## src/hw/sleep_ctrl_cfg.svh

```systemverilog
// Purpose: constants for the sleep-mode clock gating controller
// Assumes: 20 MHz system clock
// Notes:   mode codes, timing counts and clock-stop bits
`ifndef SLEEP_CTRL_CFG_SVH
`define SLEEP_CTRL_CFG_SVH

`define MODE_IDLE        3'h0
`define MODE_NOISE_RED   3'h1
`define MODE_POWER_DOWN  3'h2
`define MODE_POWER_SAVE  3'h3
`define MODE_STANDBY     3'h6
`define WAKE_HOLD_CYC    4'h4
`define STANDBY_WAKE_CYC 4'h6
`define CLK_MHZ          20
`define LEVEL_HOLD_NS    250
`define LEVEL_HOLD_CYC   (((`LEVEL_HOLD_NS * `CLK_MHZ) + 999) / 1000)
`define STARTUP_CYC_DEF  16
`define CSTOP_BITS       8
`define CSTOP_RESET      8'h00

`endif

```

## src/hw/sleep_ctrl_pkg.sv

```systemverilog
// Purpose: types for the sleep-mode clock gating controller
// Assumes: constants come from sleep_ctrl_cfg.svh
// Notes:   state and carrier structs
package sleep_ctrl_pkg;

    typedef enum logic [2:0] {
        ST_RUN    = 3'b000,
        ST_SLEEP  = 3'b001,
        ST_START  = 3'b010,
        ST_HOLD   = 3'b011
    } pm_state_e;

    // gated clock enables towards the clock domains
    typedef struct packed {
        logic core;
        logic flash;
        logic io;
        logic conv;
        logic async;
        logic main_osc;
        logic timer_osc;
    } clk_gates_s;

    // wake-up sources, levels or pulses from the interrupt system
    typedef struct packed {
        logic any_irq;
        logic conv_done;
        logic ext_reset;
        logic wdt_event;
        logic brown_out;
        logic twi_match;
        logic atimer_irq;
        logic spm_ready;
        logic ext_level_0;
        logic ext_level_1;
        logic pin_change;
    } wake_src_s;

endpackage

```

## src/hw/sleep_ctrl.sv

```systemverilog
// Purpose: sleep-mode clock gating and per-module clock stop
// Assumes: single 20 MHz clock, synchronous active-high reset
// Notes:   external level lines are synchronised with three flops
`timescale 1ns/10ps
`include "sleep_ctrl_cfg.svh"

module sleep_ctrl
    import sleep_ctrl_pkg::*;
#(
    parameter int STARTUP_CYC = `STARTUP_CYC_DEF
) (
    // clock and reset
    input  wire logic                    i_clk,
    input  wire logic                    i_rst,
    // low-power control from the core
    input  wire logic                    i_sleep_enable_bit,
    input  wire logic [2:0]              i_low_power_mode_select,
    input  wire logic                    i_sleep_instr,
    input  wire logic                    i_ext_crystal_sel,
    input  wire logic                    i_conv_enabled,
    input  wire logic                    i_atimer_async,
    input  wire logic                    i_atimer_sync,
    input  wire logic                    i_atimer_enabled,
    // wake-up sources
    input  wire wake_src_s               i_wake,
    input  wire logic                    i_ext_irq_line_0,
    input  wire logic                    i_ext_irq_line_1,
    // per-module clock stop
    input  wire logic [`CSTOP_BITS-1:0]  i_module_clock_stop_reg,
    input  wire logic [`CSTOP_BITS-1:0]  i_periph_access,
    // outputs
    output logic                         o_sleeping,
    output clk_gates_s                   o_gates,
    output logic [`CSTOP_BITS-1:0]       o_periph_clk_en,
    output logic [`CSTOP_BITS-1:0]       o_periph_access_ok,
    output logic                         o_conv_start,
    output logic                         o_core_hold,
    output logic                         o_resume_irq,
    output logic                         o_resume_vector,
    output logic                         o_nop_instr
);

    localparam int LVL_CYC = `LEVEL_HOLD_CYC;

    typedef struct packed {
        pm_state_e                state;
        logic [2:0]               mode;
        logic [15:0]              cnt;
        logic [3:0]               lvl_cnt;
        logic [2:0]               sync0;
        logic [2:0]               sync1;
        logic [1:0]               ext_lvl;
        logic                     by_reset;
        clk_gates_s               gates;
        logic [`CSTOP_BITS-1:0]   pclk;
        logic                     conv_start;
        logic                     resume_irq;
        logic                     resume_vec;
        logic                     nop;
    } pm_s;

    pm_s r;
    pm_s next_r;

    logic lvl0;
    logic lvl1;
    logic lvl_held;
    logic wake_ok;
    logic valid_mode;

    // ------------------------------------------------------------
    // wake qualification
    // ------------------------------------------------------------
    // a line change counts once the last two flops agree
    assign lvl0     = (r.sync0[2] == r.sync0[1]) ? r.sync0[1] : r.ext_lvl[0];
    assign lvl1     = (r.sync1[2] == r.sync1[1]) ? r.sync1[1] : r.ext_lvl[1];
    assign lvl_held = ({12'h000, r.lvl_cnt} >= 16'(LVL_CYC));

    always_comb begin
        wake_ok = 1'b0;
        case (r.mode)
            `MODE_IDLE: begin
                wake_ok = (|i_wake) | lvl0 | lvl1;
            end
            `MODE_NOISE_RED: begin
                wake_ok = i_wake.conv_done | i_wake.twi_match | i_wake.atimer_irq
                        | i_wake.spm_ready | i_wake.pin_change | i_wake.ext_level_0
                        | i_wake.ext_level_1 | lvl_held;
            end
            `MODE_POWER_SAVE: begin
                wake_ok = i_wake.twi_match | i_wake.pin_change | lvl_held
                        | (i_atimer_enabled & i_wake.atimer_irq);
            end
            default: begin
                wake_ok = i_wake.twi_match | i_wake.pin_change | lvl_held;
            end
        endcase
        wake_ok = wake_ok | i_wake.wdt_event;
    end

    assign valid_mode = (i_low_power_mode_select == `MODE_IDLE)
                      | (i_low_power_mode_select == `MODE_NOISE_RED)
                      | (i_low_power_mode_select == `MODE_POWER_DOWN)
                      | (i_low_power_mode_select == `MODE_POWER_SAVE)
                      | ((i_low_power_mode_select == `MODE_STANDBY) & i_ext_crystal_sel);

    // ------------------------------------------------------------
    // next state
    // ------------------------------------------------------------
    always_comb begin
        next_r            = r;
        next_r.sync0      = {r.sync0[1:0], i_ext_irq_line_0};
        next_r.sync1      = {r.sync1[1:0], i_ext_irq_line_1};
        next_r.ext_lvl    = {lvl1, lvl0};
        next_r.conv_start = 1'b0;
        next_r.resume_irq = 1'b0;
        next_r.resume_vec = 1'b0;
        next_r.nop        = 1'b0;
        if (lvl0 | lvl1) begin
            if (r.lvl_cnt != 4'hf) begin
                next_r.lvl_cnt = r.lvl_cnt + 4'h1;
            end
        end else begin
            next_r.lvl_cnt = 4'h0;
        end
        case (r.state)
            ST_RUN: begin
                if (i_sleep_instr & ~i_sleep_enable_bit) begin
                    next_r.nop = 1'b1;
                end else if (i_sleep_instr & i_sleep_enable_bit & valid_mode) begin
                    next_r.state      = ST_SLEEP;
                    next_r.mode       = i_low_power_mode_select;
                    next_r.conv_start = i_conv_enabled
                        & ((i_low_power_mode_select == `MODE_IDLE)
                        | (i_low_power_mode_select == `MODE_NOISE_RED));
                end
            end
            ST_SLEEP: begin
                if (i_wake.ext_reset | i_wake.brown_out | i_wake.wdt_event
                    | wake_ok) begin
                    next_r.by_reset = i_wake.ext_reset | i_wake.brown_out;
                    if ((r.mode == `MODE_POWER_DOWN) | (r.mode == `MODE_POWER_SAVE)) begin
                        next_r.cnt = 16'(STARTUP_CYC);
                    end else if (r.mode == `MODE_STANDBY) begin
                        next_r.cnt = {12'h000, `STANDBY_WAKE_CYC} - 16'h1;
                    end else begin
                        next_r.cnt = 16'h0;
                    end
                    next_r.state = ST_START;
                end
            end
            ST_START: begin
                if (r.cnt == 16'h0) begin
                    next_r.state = ST_HOLD;
                    next_r.cnt   = {12'h000, `WAKE_HOLD_CYC} - 16'h1;
                end else begin
                    next_r.cnt = r.cnt - 16'h1;
                end
            end
            default: begin
                if (r.cnt == 16'h0) begin
                    next_r.state      = ST_RUN;
                    next_r.resume_vec = r.by_reset;
                    next_r.resume_irq = ~r.by_reset;
                    next_r.by_reset   = 1'b0;
                end else begin
                    next_r.cnt = r.cnt - 16'h1;
                end
            end
        endcase

        // clock domain gates; run everything unless asleep
        next_r.gates = '{core: 1'b1, flash: 1'b1, io: 1'b1, conv: 1'b1,
                         async: 1'b1, main_osc: 1'b1, timer_osc: 1'b1};
        if (next_r.state == ST_SLEEP) begin
            next_r.gates.core  = 1'b0;
            next_r.gates.flash = 1'b0;
            case (next_r.mode)
                `MODE_IDLE: begin
                    next_r.gates.timer_osc = i_atimer_async;
                end
                `MODE_NOISE_RED: begin
                    next_r.gates.io        = 1'b0;
                    next_r.gates.timer_osc = i_atimer_async;
                end
                `MODE_POWER_SAVE: begin
                    next_r.gates.io        = 1'b0;
                    next_r.gates.conv      = 1'b0;
                    next_r.gates.async     = i_atimer_enabled;
                    next_r.gates.timer_osc = i_atimer_enabled & i_atimer_async;
                    next_r.gates.main_osc  = i_atimer_enabled & i_atimer_sync;
                end
                `MODE_STANDBY: begin
                    next_r.gates.io        = 1'b0;
                    next_r.gates.conv      = 1'b0;
                    next_r.gates.async     = 1'b0;
                    next_r.gates.timer_osc = 1'b0;
                end
                default: begin
                    next_r.gates.io        = 1'b0;
                    next_r.gates.conv      = 1'b0;
                    next_r.gates.async     = 1'b0;
                    next_r.gates.main_osc  = 1'b0;
                    next_r.gates.timer_osc = 1'b0;
                end
            endcase
        end

        // per-module clocks follow the io clock and their stop bit
        next_r.pclk = ~i_module_clock_stop_reg & {`CSTOP_BITS{next_r.gates.io}};
    end

    // ------------------------------------------------------------
    // state register; all of r resets, with every gate and module clock on
    // ------------------------------------------------------------
    always_ff @(posedge i_clk) begin
        if (i_rst) begin
            r          <= '0;
            r.state    <= ST_RUN;
            r.gates    <= 7'h7f;
            r.pclk     <= ~`CSTOP_RESET;
        end else begin
            r <= next_r;
        end
    end

    assign o_sleeping         = (r.state == ST_SLEEP);
    assign o_gates            = r.gates;
    assign o_periph_clk_en    = r.pclk;
    assign o_periph_access_ok = i_periph_access & ~i_module_clock_stop_reg;
    assign o_conv_start       = r.conv_start;
    assign o_core_hold        = (r.state != ST_RUN);
    assign o_resume_irq       = r.resume_irq;
    assign o_resume_vector    = r.resume_vec;
    assign o_nop_instr        = r.nop;

    // ------------------------------------------------------------
    // assertions
    // ------------------------------------------------------------
    a_sleep_needs_enable: assert property (@(posedge i_clk) disable iff (i_rst)
        (r.state == ST_RUN && next_r.state == ST_SLEEP) |-> i_sleep_enable_bit && i_sleep_instr)
        else $error("sleep entered without enable");
    a_nop_keeps_run: assert property (@(posedge i_clk) disable iff (i_rst)
        (r.state == ST_RUN && i_sleep_instr && !i_sleep_enable_bit) |=> o_nop_instr && r.gates.core)
        else $error("sleep without enable not a nop");
    a_idle_gates_ok: assert property (@(posedge i_clk) disable iff (i_rst)
        (o_sleeping && r.mode == `MODE_IDLE) |-> !r.gates.core && !r.gates.flash && r.gates.io && r.gates.conv)
        else $error("idle gating wrong");
    a_noise_gates_ok: assert property (@(posedge i_clk) disable iff (i_rst)
        (o_sleeping && r.mode == `MODE_NOISE_RED) |-> !r.gates.io && r.gates.conv && r.gates.async)
        else $error("noise reduction gating wrong");
    a_pdown_gates_off: assert property (@(posedge i_clk) disable iff (i_rst)
        (o_sleeping && r.mode == `MODE_POWER_DOWN) |-> r.gates == 7'h00)
        else $error("power-down left a clock on");
    a_conv_on_entry: assert property (@(posedge i_clk) disable iff (i_rst)
        (r.state == ST_RUN && i_sleep_instr && i_sleep_enable_bit && valid_mode && i_conv_enabled
         && i_low_power_mode_select == `MODE_IDLE) |=> o_conv_start)
        else $error("no conversion on idle entry");
    a_hold_four_cyc: assert property (@(posedge i_clk) disable iff (i_rst)
        (r.state == ST_START && next_r.state == ST_HOLD) |=> o_core_hold [*4] ##1 !o_core_hold)
        else $error("core hold not four cycles");
    a_standby_six: assert property (@(posedge i_clk) disable iff (i_rst)
        (o_sleeping && r.mode == `MODE_STANDBY && next_r.state == ST_START) |=> ##6 r.state == ST_HOLD)
        else $error("standby wake not six cycles");
    a_stop_blocks_io: assert property (@(posedge i_clk) disable iff (i_rst)
        (i_module_clock_stop_reg[0]) |-> !o_periph_access_ok[0] ##1 !o_periph_clk_en[0])
        else $error("stopped module still reachable");
    a_idle_osc_on: assert property (@(posedge i_clk) disable iff (i_rst)
        (o_sleeping && r.mode == `MODE_IDLE) |-> r.gates.main_osc && r.gates.async)
        else $error("idle stopped an oscillator");
    a_psave_timer_run: assert property (@(posedge i_clk) disable iff (i_rst)
        (o_sleeping && r.mode == `MODE_POWER_SAVE) |-> r.gates.async == $past(i_atimer_enabled)
            && !r.gates.io && !r.gates.core)
        else $error("power-save timer clock wrong");
    a_psave_osc_src: assert property (@(posedge i_clk) disable iff (i_rst)
        (o_sleeping && r.mode == `MODE_POWER_SAVE)
            |-> r.gates.main_osc == ($past(i_atimer_enabled) && $past(i_atimer_sync)))
        else $error("power-save main clock wrong");
    a_standby_osc_on: assert property (@(posedge i_clk) disable iff (i_rst)
        (o_sleeping && r.mode == `MODE_STANDBY) |-> r.gates.main_osc && !r.gates.io && !r.gates.async)
        else $error("standby oscillator wrong");
    a_conv_only_entry: assert property (@(posedge i_clk) disable iff (i_rst)
        o_conv_start |-> o_sleeping && (r.mode == `MODE_IDLE || r.mode == `MODE_NOISE_RED))
        else $error("conversion start outside entry");
    a_nop_no_sleep: assert property (@(posedge i_clk) disable iff (i_rst)
        (r.state == ST_RUN && i_sleep_instr && !i_sleep_enable_bit) |=> !o_sleeping && r.gates == 7'h7f)
        else $error("nop stopped a clock");

    // ------------------------------------------------------------
    // assertions: wake-up and start-up
    // ------------------------------------------------------------
    a_idle_any_wake: assert property (@(posedge i_clk) disable iff (i_rst)
        (o_sleeping && r.mode == `MODE_IDLE && i_wake != 11'h000) |=> r.state == ST_START)
        else $error("idle ignored a wake source");
    a_noise_ignores: assert property (@(posedge i_clk) disable iff (i_rst)
        (o_sleeping && r.mode == `MODE_NOISE_RED && (i_wake & 11'h3ff) == 11'h000 && !lvl_held)
            |=> o_sleeping)
        else $error("noise reduction woke on a foreign source");
    a_pdown_wake_set: assert property (@(posedge i_clk) disable iff (i_rst)
        (o_sleeping && r.mode == `MODE_POWER_DOWN && (i_wake & 11'h1e1) == 11'h000 && !lvl_held)
            |=> o_sleeping)
        else $error("power-down woke on a foreign source");
    a_level_wakes: assert property (@(posedge i_clk) disable iff (i_rst)
        (o_sleeping && r.mode == `MODE_POWER_DOWN && lvl_held) |=> r.state == ST_START)
        else $error("held level did not wake");
    a_startup_load: assert property (@(posedge i_clk) disable iff (i_rst)
        (o_sleeping && (r.mode == `MODE_POWER_DOWN || r.mode == `MODE_POWER_SAVE) && next_r.state == ST_START)
            |=> r.cnt == 16'(STARTUP_CYC))
        else $error("start-up wait not loaded");
    a_reset_marks: assert property (@(posedge i_clk) disable iff (i_rst)
        (o_sleeping && (i_wake.ext_reset || i_wake.brown_out)) |=> r.state == ST_START && r.by_reset)
        else $error("reset wake not marked");
    a_vector_alone: assert property (@(posedge i_clk) disable iff (i_rst)
        o_resume_vector |-> r.state == ST_RUN && !o_resume_irq)
        else $error("vector resume with irq resume");
    a_irq_resume_run: assert property (@(posedge i_clk) disable iff (i_rst)
        o_resume_irq |-> !o_core_hold && !o_resume_vector)
        else $error("irq resume while held");

    // ------------------------------------------------------------
    // assertions: per-module clocks
    // ------------------------------------------------------------
    a_pclk_sleep_off: assert property (@(posedge i_clk) disable iff (i_rst)
        (o_sleeping && r.mode != `MODE_IDLE) |-> o_periph_clk_en == '0)
        else $error("module clock runs in deep sleep");
    a_pclk_restart: assert property (@(posedge i_clk) disable iff (i_rst)
        (r.state != ST_SLEEP && !i_sleep_instr && !i_module_clock_stop_reg[0]) |=> o_periph_clk_en[0])
        else $error("cleared module clock not restarted");
    a_access_gated: assert property (@(posedge i_clk) disable iff (i_rst)
        (i_module_clock_stop_reg != '0) |-> (o_periph_access_ok & i_module_clock_stop_reg) == '0)
        else $error("stopped module access granted");

endmodule

```

## config.mk

```make
export PLATFORM = sky130hd
export DESIGN_NAME = sleep_ctrl
export DESIGN_NICKNAME = d
export VERILOG_FILES = /design/src/hw/sleep_ctrl_pkg.sv /design/src/hw/sleep_ctrl.sv
export VERILOG_INCLUDE_DIRS = /design/src /design/src/hw
export SDC_FILE = /design/constraint.sdc
export NUM_CORES = 1
export LEC_CHECK = 0
export BUFFER_PORTS_ARGS = -buffer_cell sky130_fd_sc_hd__buf_2
export CAP_MARGIN = 20
export CORE_ASPECT_RATIO = 1.5
export CORE_MARGIN = 3
export CORE_UTILIZATION = 47
export CTS_CLUSTER_SIZE = 28
export DETAILED_ROUTE_END_ITERATION = 16
export PLACE_DENSITY = 0.72
export SLEW_MARGIN = 20
export SYNTH_ARGS = -nofsm -noshare
export SYNTH_HDL_FRONTEND = slang
export SYNTH_SLANG_ARGS = --single-unit
```

## constraint.sdc

```tcl
create_clock -name i_clk -period 2.09 [get_ports i_clk]
set_input_delay 0.418 -clock i_clk [delete_from_list [all_inputs] [get_ports i_clk]]
set_output_delay 0.418 -clock i_clk [all_outputs]
set_load 0.005 [all_outputs]
```

# --- After elaboration in Yosys (flattened, before gate mapping) ---
# Cells that the tools add are included.
# Widths: inputs -> output; s select.
classes:
  add_sub_neg: 2
  multipliers: 0
  div: 0
  order_cmp: 1
  n_eq_ne: 19
  shifts: 0
  n_mux: 25
  n_bitwise: 41
  reduce_logical: 18
op_table:
  columns: ["op", "count"]
  rows:
  - ["$mux 16", 3]
  - ["$pmux 16 s3", 1]
  - ["$or 1x1->1", 22]
  - ["$eq 3x2->1 const B", 6]
  - ["$and 8x8->8", 2]
  - ["$logic_not 16->1", 1]
  - ["$sub 16x1->16 const B", 1]
  - ["$eq 3x1->1 const B", 5]
  - ["$mux 3", 5]
  - ["$logic_not 3->1", 4]
  - ["$mux 6", 2]
  - ["$reduce_or 11->1", 1]
  - ["$reduce_or 2->1", 5]
  - ["$eq 3x3->1 const B", 3]
  - ["$pmux 3 s3", 1]
  - ["$and 1x1->1", 8]
  - ["$not 1->1", 8]
  - ["$not 8->8", 1]
  - ["$mux 7", 1]
  - ["$mux 1", 6]
  - ["$pmux 1 s2", 3]
  - ["$reduce_and 3->1", 2]
  - ["$mux 5", 1]
  - ["$reduce_or 5->1", 1]
  - ["other kinds (12)", 13]
word_totals:
  regBits: 54
  latch_bits: 0
  mem_bits_rw: 0
  romBits: 0
  input_bits: 41
  output_inout_bits: 29
  wordCells: 126
  mem_count: 0

# --- Logic depth before layout (Yosys ltp) ---
logic_depth:
  word_depth: 15
  depth_mapped: 10
  depth_no_buf: 9

# --- Worst setup path after synthesis ---
# OpenSTA, ideal clock, no wires.
synth_timing:
  path_type: "register to register"
  start: "register r[29] in the netlist's numbering"
  end: "register r (netlist bit o_gates[1])"
  setup_ps: 143
  arrival_time_ps: 1918
  required_ps: 1947
  slack_ps: 28
  path_stages_with_launch: 10
  n_path_buf: 0
  period_less_slack_ps: 2062
  path_cell_list: "dfxtp_1 -> inv_1 -> ha_1 -> nand2b_1 -> a21o_1 -> nor4_2 -> o21ai_1 -> a2bb2oi_1 -> nor2_2 -> o311ai_0"
synth_via:
  elab_chain_len: 11
  elab_cells_between_ends: 12
  classes_between: "order compare: 1; eq/ne: 1; mux: 3; bitwise: 6; reduce/logical: 1"
synth_rtl:
  columns: ["element", "line_no", "text"]
  rows:
  - ["from (decl)", "sleep_ctrl.sv:62", "pm_s r;"]
  - ["from (signal assigned)", "sleep_ctrl.sv:223", "r <= next_r;"]
  - ["$ge 4x3->1 (*)", "sleep_ctrl.sv:77", "assign lvl_held = ({12'h000, r.lvl_cnt} >= 16'(LVL_CYC));"]
  - ["$or 1x1->1", "sleep_ctrl.sv:91, sleep_ctrl.sv:95", null]
  - ["$or 1x1->1", "sleep_ctrl.sv:92", "| (i_atimer_enabled & i_wake.atimer_irq);"]
  - ["$pmux 1 s3 (*)", "sleep_ctrl.sv:81", "case (r.mode)"]
  - ["$or 1x1->1 (*)", "sleep_ctrl.sv:98", "wake_ok = wake_ok | i_wake.wdt_event;"]
  - ["$or 1x1->1 (*)", "sleep_ctrl.sv:140", "| wake_ok) begin"]
  - ["$mux 3 (*)", "sleep_ctrl.sv:139", "if (i_wake.ext_reset | i_wake.brown_out | i_wake.wdt_event"]
  - ["$pmux 3 s3 (*)", "sleep_ctrl.sv:126", "case (r.state)"]
  - ["$eq 3x1->1 (*)", "sleep_ctrl.sv:175", "if (next_r.state == ST_SLEEP) begin"]
  - ["$not 1->1 (no source line) (*)", null, null]
  - ["$reduce_or 2->1 (no source line) (*)", null, null]
# Mark *: on every way between the ends. The rest lies on a longest branch, timed or not.
# A chain may end at the register's enable or synchronous reset.

# --- Worst setup path in the final report ---
layout_timing:
  start: "register r[28] in the netlist's numbering"
  end: "register r[40] in the netlist's numbering"
layout_via:
  elab_chain_len: 8
  elab_cells_between_ends: 9
  classes_between: "order compare: 1; eq/ne: 1; mux: 1; bitwise: 5; reduce/logical: 1"
layout_rtl:
  columns: ["element", "line_no"]
  rows:
  - ["$ge 4x3->1 (*)", "sleep_ctrl.sv:77"]
  - ["$or 1x1->1", "sleep_ctrl.sv:91, sleep_ctrl.sv:95"]
  - ["$or 1x1->1", "sleep_ctrl.sv:92"]
  - ["$pmux 1 s3 (*)", "sleep_ctrl.sv:81"]
  - ["$or 1x1->1 (*)", "sleep_ctrl.sv:98"]
  - ["$or 1x1->1 (*)", "sleep_ctrl.sv:140"]
  - ["$ne 2x1->1 (no source line) (*)", null]
  - ["$reduce_and 3->1 (no source line) (*)", null]
# Marks and branches as above.

==> results.json <==
{
  "cp_data_required_time_ns": 2.33,
  "start_kind": "flop",
  "wl_per_cell_um": 12.98,
  "ys_warn_count": 0,
  "yosys.area.top_type_share": 0.4115,
  "cts_hold_buf": 0,
  "crit_arrival_ns": 2.25,
  "crit_family": "simple AND/OR/NAND/NOR gates",
  "peakVddDrop_uv": 1067,
  "gr-usage-met3": 0.03252,
  "vias_per_cell": 5.265,
  "synthXorXnorAreaFrac": 0.02377,
  "layout-drive-gt1-share": 0.3646,
  "dr.pass1.iters": 4,
  "fin_total_pwr_uw": 4227,
  "n_antenna_cell": 0,
  "cp-startpoint": "r[28]$_SDFFE_PP0P_",
  "netlist-cell-type-count": 55,
  "cp_num_buf_inv": 2,
  "fp.dieH_um": 96.72,
  "drtAntennaViolNets": 0,
  "root_buffer": "clkbuf_8",
  "worst_slew_pin_slew_ns": 0.4232,
  "yosys.area.top_type": "dfxtp_1",
  "track_usage": 0.1843,
  "use_met2": 0.3389,
  "yosysSeqAreaShare": 0.4115,
  "cp_cell_sequence": "inv_1 -> ha_2 -> nand2b_1 -> a21o_1 -> nor4_4 -> nor2_1 -> a31oi_2 -> buf_6 -> or4_4 -> a21oi_2",
  "ys.flop_type": "dfxtp_1",
  "max_cap_violations": 0,
  "numClockSinks": 53,
  "hold_path_class": "input pin to flop",
  "r2r-start": "r[28]$_SDFFE_PP0P_",
  "syn_area_per_cell_um2": 8.683,
  "pin_count": 70,
  "fillers": 472,
  "dieArea_mm2": 0.006430,
  "maxSlewHeadroom": 0.7149,
  "wl_um": 5866,
  "start_util": 0.4917,
  "grt_pass1_wl_um": 9673,
  "syn_nets": 343,
  "cts.clk_slew.worst_paths_ns": 0.09,
  "numCtsBuffers": 5,
  "slew_violations": 0,
  "p_leak_uw": 0.001420,
  "htree_levels": 2,
  "drt_iter0_drc": 116,
  "grt_pass1_vias": 2260,
  "cp_max_fo": 10,
  "period_minus_slack_ns": 2.005,
  "core_mm2": 0.005245,
  "critPathMaxStageDelay_ns": 0.48,
  "synth.area.mux_share": 0.003882,
  "placementRows": 32,
  "nNetsFinal": 429,
  "hold_slack_ns": 0.3054,
  "gr-total-overflow": 0,
  "syn_inst": 297,
  "busiest_layer": "met2",
  "synth_compound_area_frac": 0.1645,
  "post-route-period-util": 0.9592,
  "synthAdderAreaFrac": 0.03202,
  "crit_type": "flop to flop",
  "drc_errors": 0,
  "status": "finished, final reports clean",
  "clock_latency_ns": 0.30,
  "antenna_found_initial": 0,
  "cp-end-kind": "flop",
  "syn_area_mm2": 0.002579,
  "area_delta_synth_final_pct": 27.03,
  "grt_max_degree": 19,
  "synth_edf_count": 0,
  "cts_tree": "done",
  "place_area_mm2": 0.003080,
  "synth_area_leaders": "dfxtp_1, nor2_1, buf_4, nor2b_1, nand2_1",
  "finish.instance_area_mm2": 0.003276,
  "hold_viol": 0,
  "gp_congestion": 0.8199,
  "numPortBuffers": 69,
  "multi_input_area_mm2": 0.001420,
  "synthSimpleGateAreaFrac": 0.2974,
  "cts_buffer_depth": 2,
  "dp_hpwl_um": 4453,
  "dp_slack_ns": -0.1637,
  "async_flop_share": 0,
  "synth_top_family_by_area": "simple AND/OR/NAND/NOR gates",
  "ys_ff_latch": 53,
  "use_met1": 0.2084,
  "register_area_mm2": 0.001067,
  "setup_ws_ns": 0.08520,
  "crit_slowest_cell": "or4_4",
  "fp.dieW_um": 66.48,
  "finalSetupViolations": 0,
  "fmax_mhz": 498.8,
  "vias": 2380,
  "clock_skew_ns": 0.004924,
  "power_density_mw_per_mm2": 1291,
  "hp-start": "i_module_clock_stop_reg[1]"
}
-- synth_stat cells, drive strengths merged, types with 7 or more instances --
library cell and number:
a21oi 13, buf 16, dfxtp 53, inv 7, nand2 21, nand2b 9, nand3 12, nor2 39
nor2b 18, nor3 8, nor4 9, o21ai 13, o21bai 8
-- state kept, by name, summed over array words and instances, names as in the netlist --
name             count
o_resume_irq         1
o_resume_vector      1
o_periph_clk_en      8
o_nop_instr          1
o_conv_start         1
r                   31
next_r               4
o_gates              6
-- timing repair --
item                       4_1_cts  5_1_grt
pin swaps                        1        8
setup endpoints to repair       28       33
hold endpoints to repair         0        0
resized for setup                2       23
buffers inserted                 2        1
-- layout by cell type (no fill, tap or decap), types with 2 or more instances in the layout --
cell type	count
o21ai_1	3
a31oi_1	2
xor2_1	6
buf_4	31
a21o_1	2
nor3_2	2
a21oi_2	3
o31ai_1	5
or4_4	3
or2_2	3
clkbuf_8	5
o21ai_0	8
a211oi_1	4
nand2_1	20
nor2_1	36
or4_1	2
dfxtp_1	50
nor3b_1	2
clkinvlp_4	2
nand3b_1	3
nor2b_1	18
maj3_1	2
a2bb2oi_1	2
o22ai_1	2
nand4b_1	2
nand2b_1	8
buf_2	69
nor4_4	2
or3_1	3
ha_1	4
dfxtp_2	2
nor3_1	5
nor4_1	7
a21oi_1	10
o21bai_1	8
nor2_2	3
o21ai_2	2
nand3_1	11
inv_1	6
-- cells by family after synthesis --
group / after synthesis
and+or+nand+nor: 138
AOI/OAI and AO/OA: 62
DFF: 53
buffers and inverters: 29
xor gates and xnor gates: 7
adders and majority gates: 7
muxes: 1
-- through the flow --
stage               TNS [ns]  utilization  instances
global placement      -2.248       0.5873        441
floorplan                  0            -        297
detailed placement    -2.507       0.5873        441
global route        -0.02175       0.6245        452
CTS                        0       0.6085        451
finish                     0       0.6245        452
-- cell type report --
type | count | share of cell area
Multi-Input combinational cell | 215 | 0.4335
Tap cell | 68 | 0.02597
Clock buffer | 6 | 0.02215
Inverter | 7 | 0.008021
Sequential cell | 53 | 0.3258
Timing Repair Buffer | 101 | 0.1799
Clock inverter | 2 | 0.004584
-- metal layers --
layer,routed length [µm],up-vias
met5,0,-
met4,74,0
li1,-,1210
met1,2360,1098
met2,3132,65
met3,298,7
-- power by group --
part           leakage, µW  switching, µW  internal (µW)
Clock            0.0000374            327            236
Sequential        0.000435            170           1180
Combinational     0.000948           1170           1140
-- final timing paths --
| path | endpoint | slack [ns] | cells past startpoint |
|---|---|---|---|
| worst min register to register | next_r[27]$_SDFF_PP0_ | 0.45 | 1 |
| worst max-delay path | r[40]$_SDFFE_PP0P_ | 0.09 | 10 |
| worst min-delay path | o_periph_clk_en[1]$_SDFF_PP1_ | 0.31 | 2 |
| worst max register to register | r[40]$_SDFFE_PP0P_ | 0.09 | 10 |
Power figures use the tool's default switching activity.
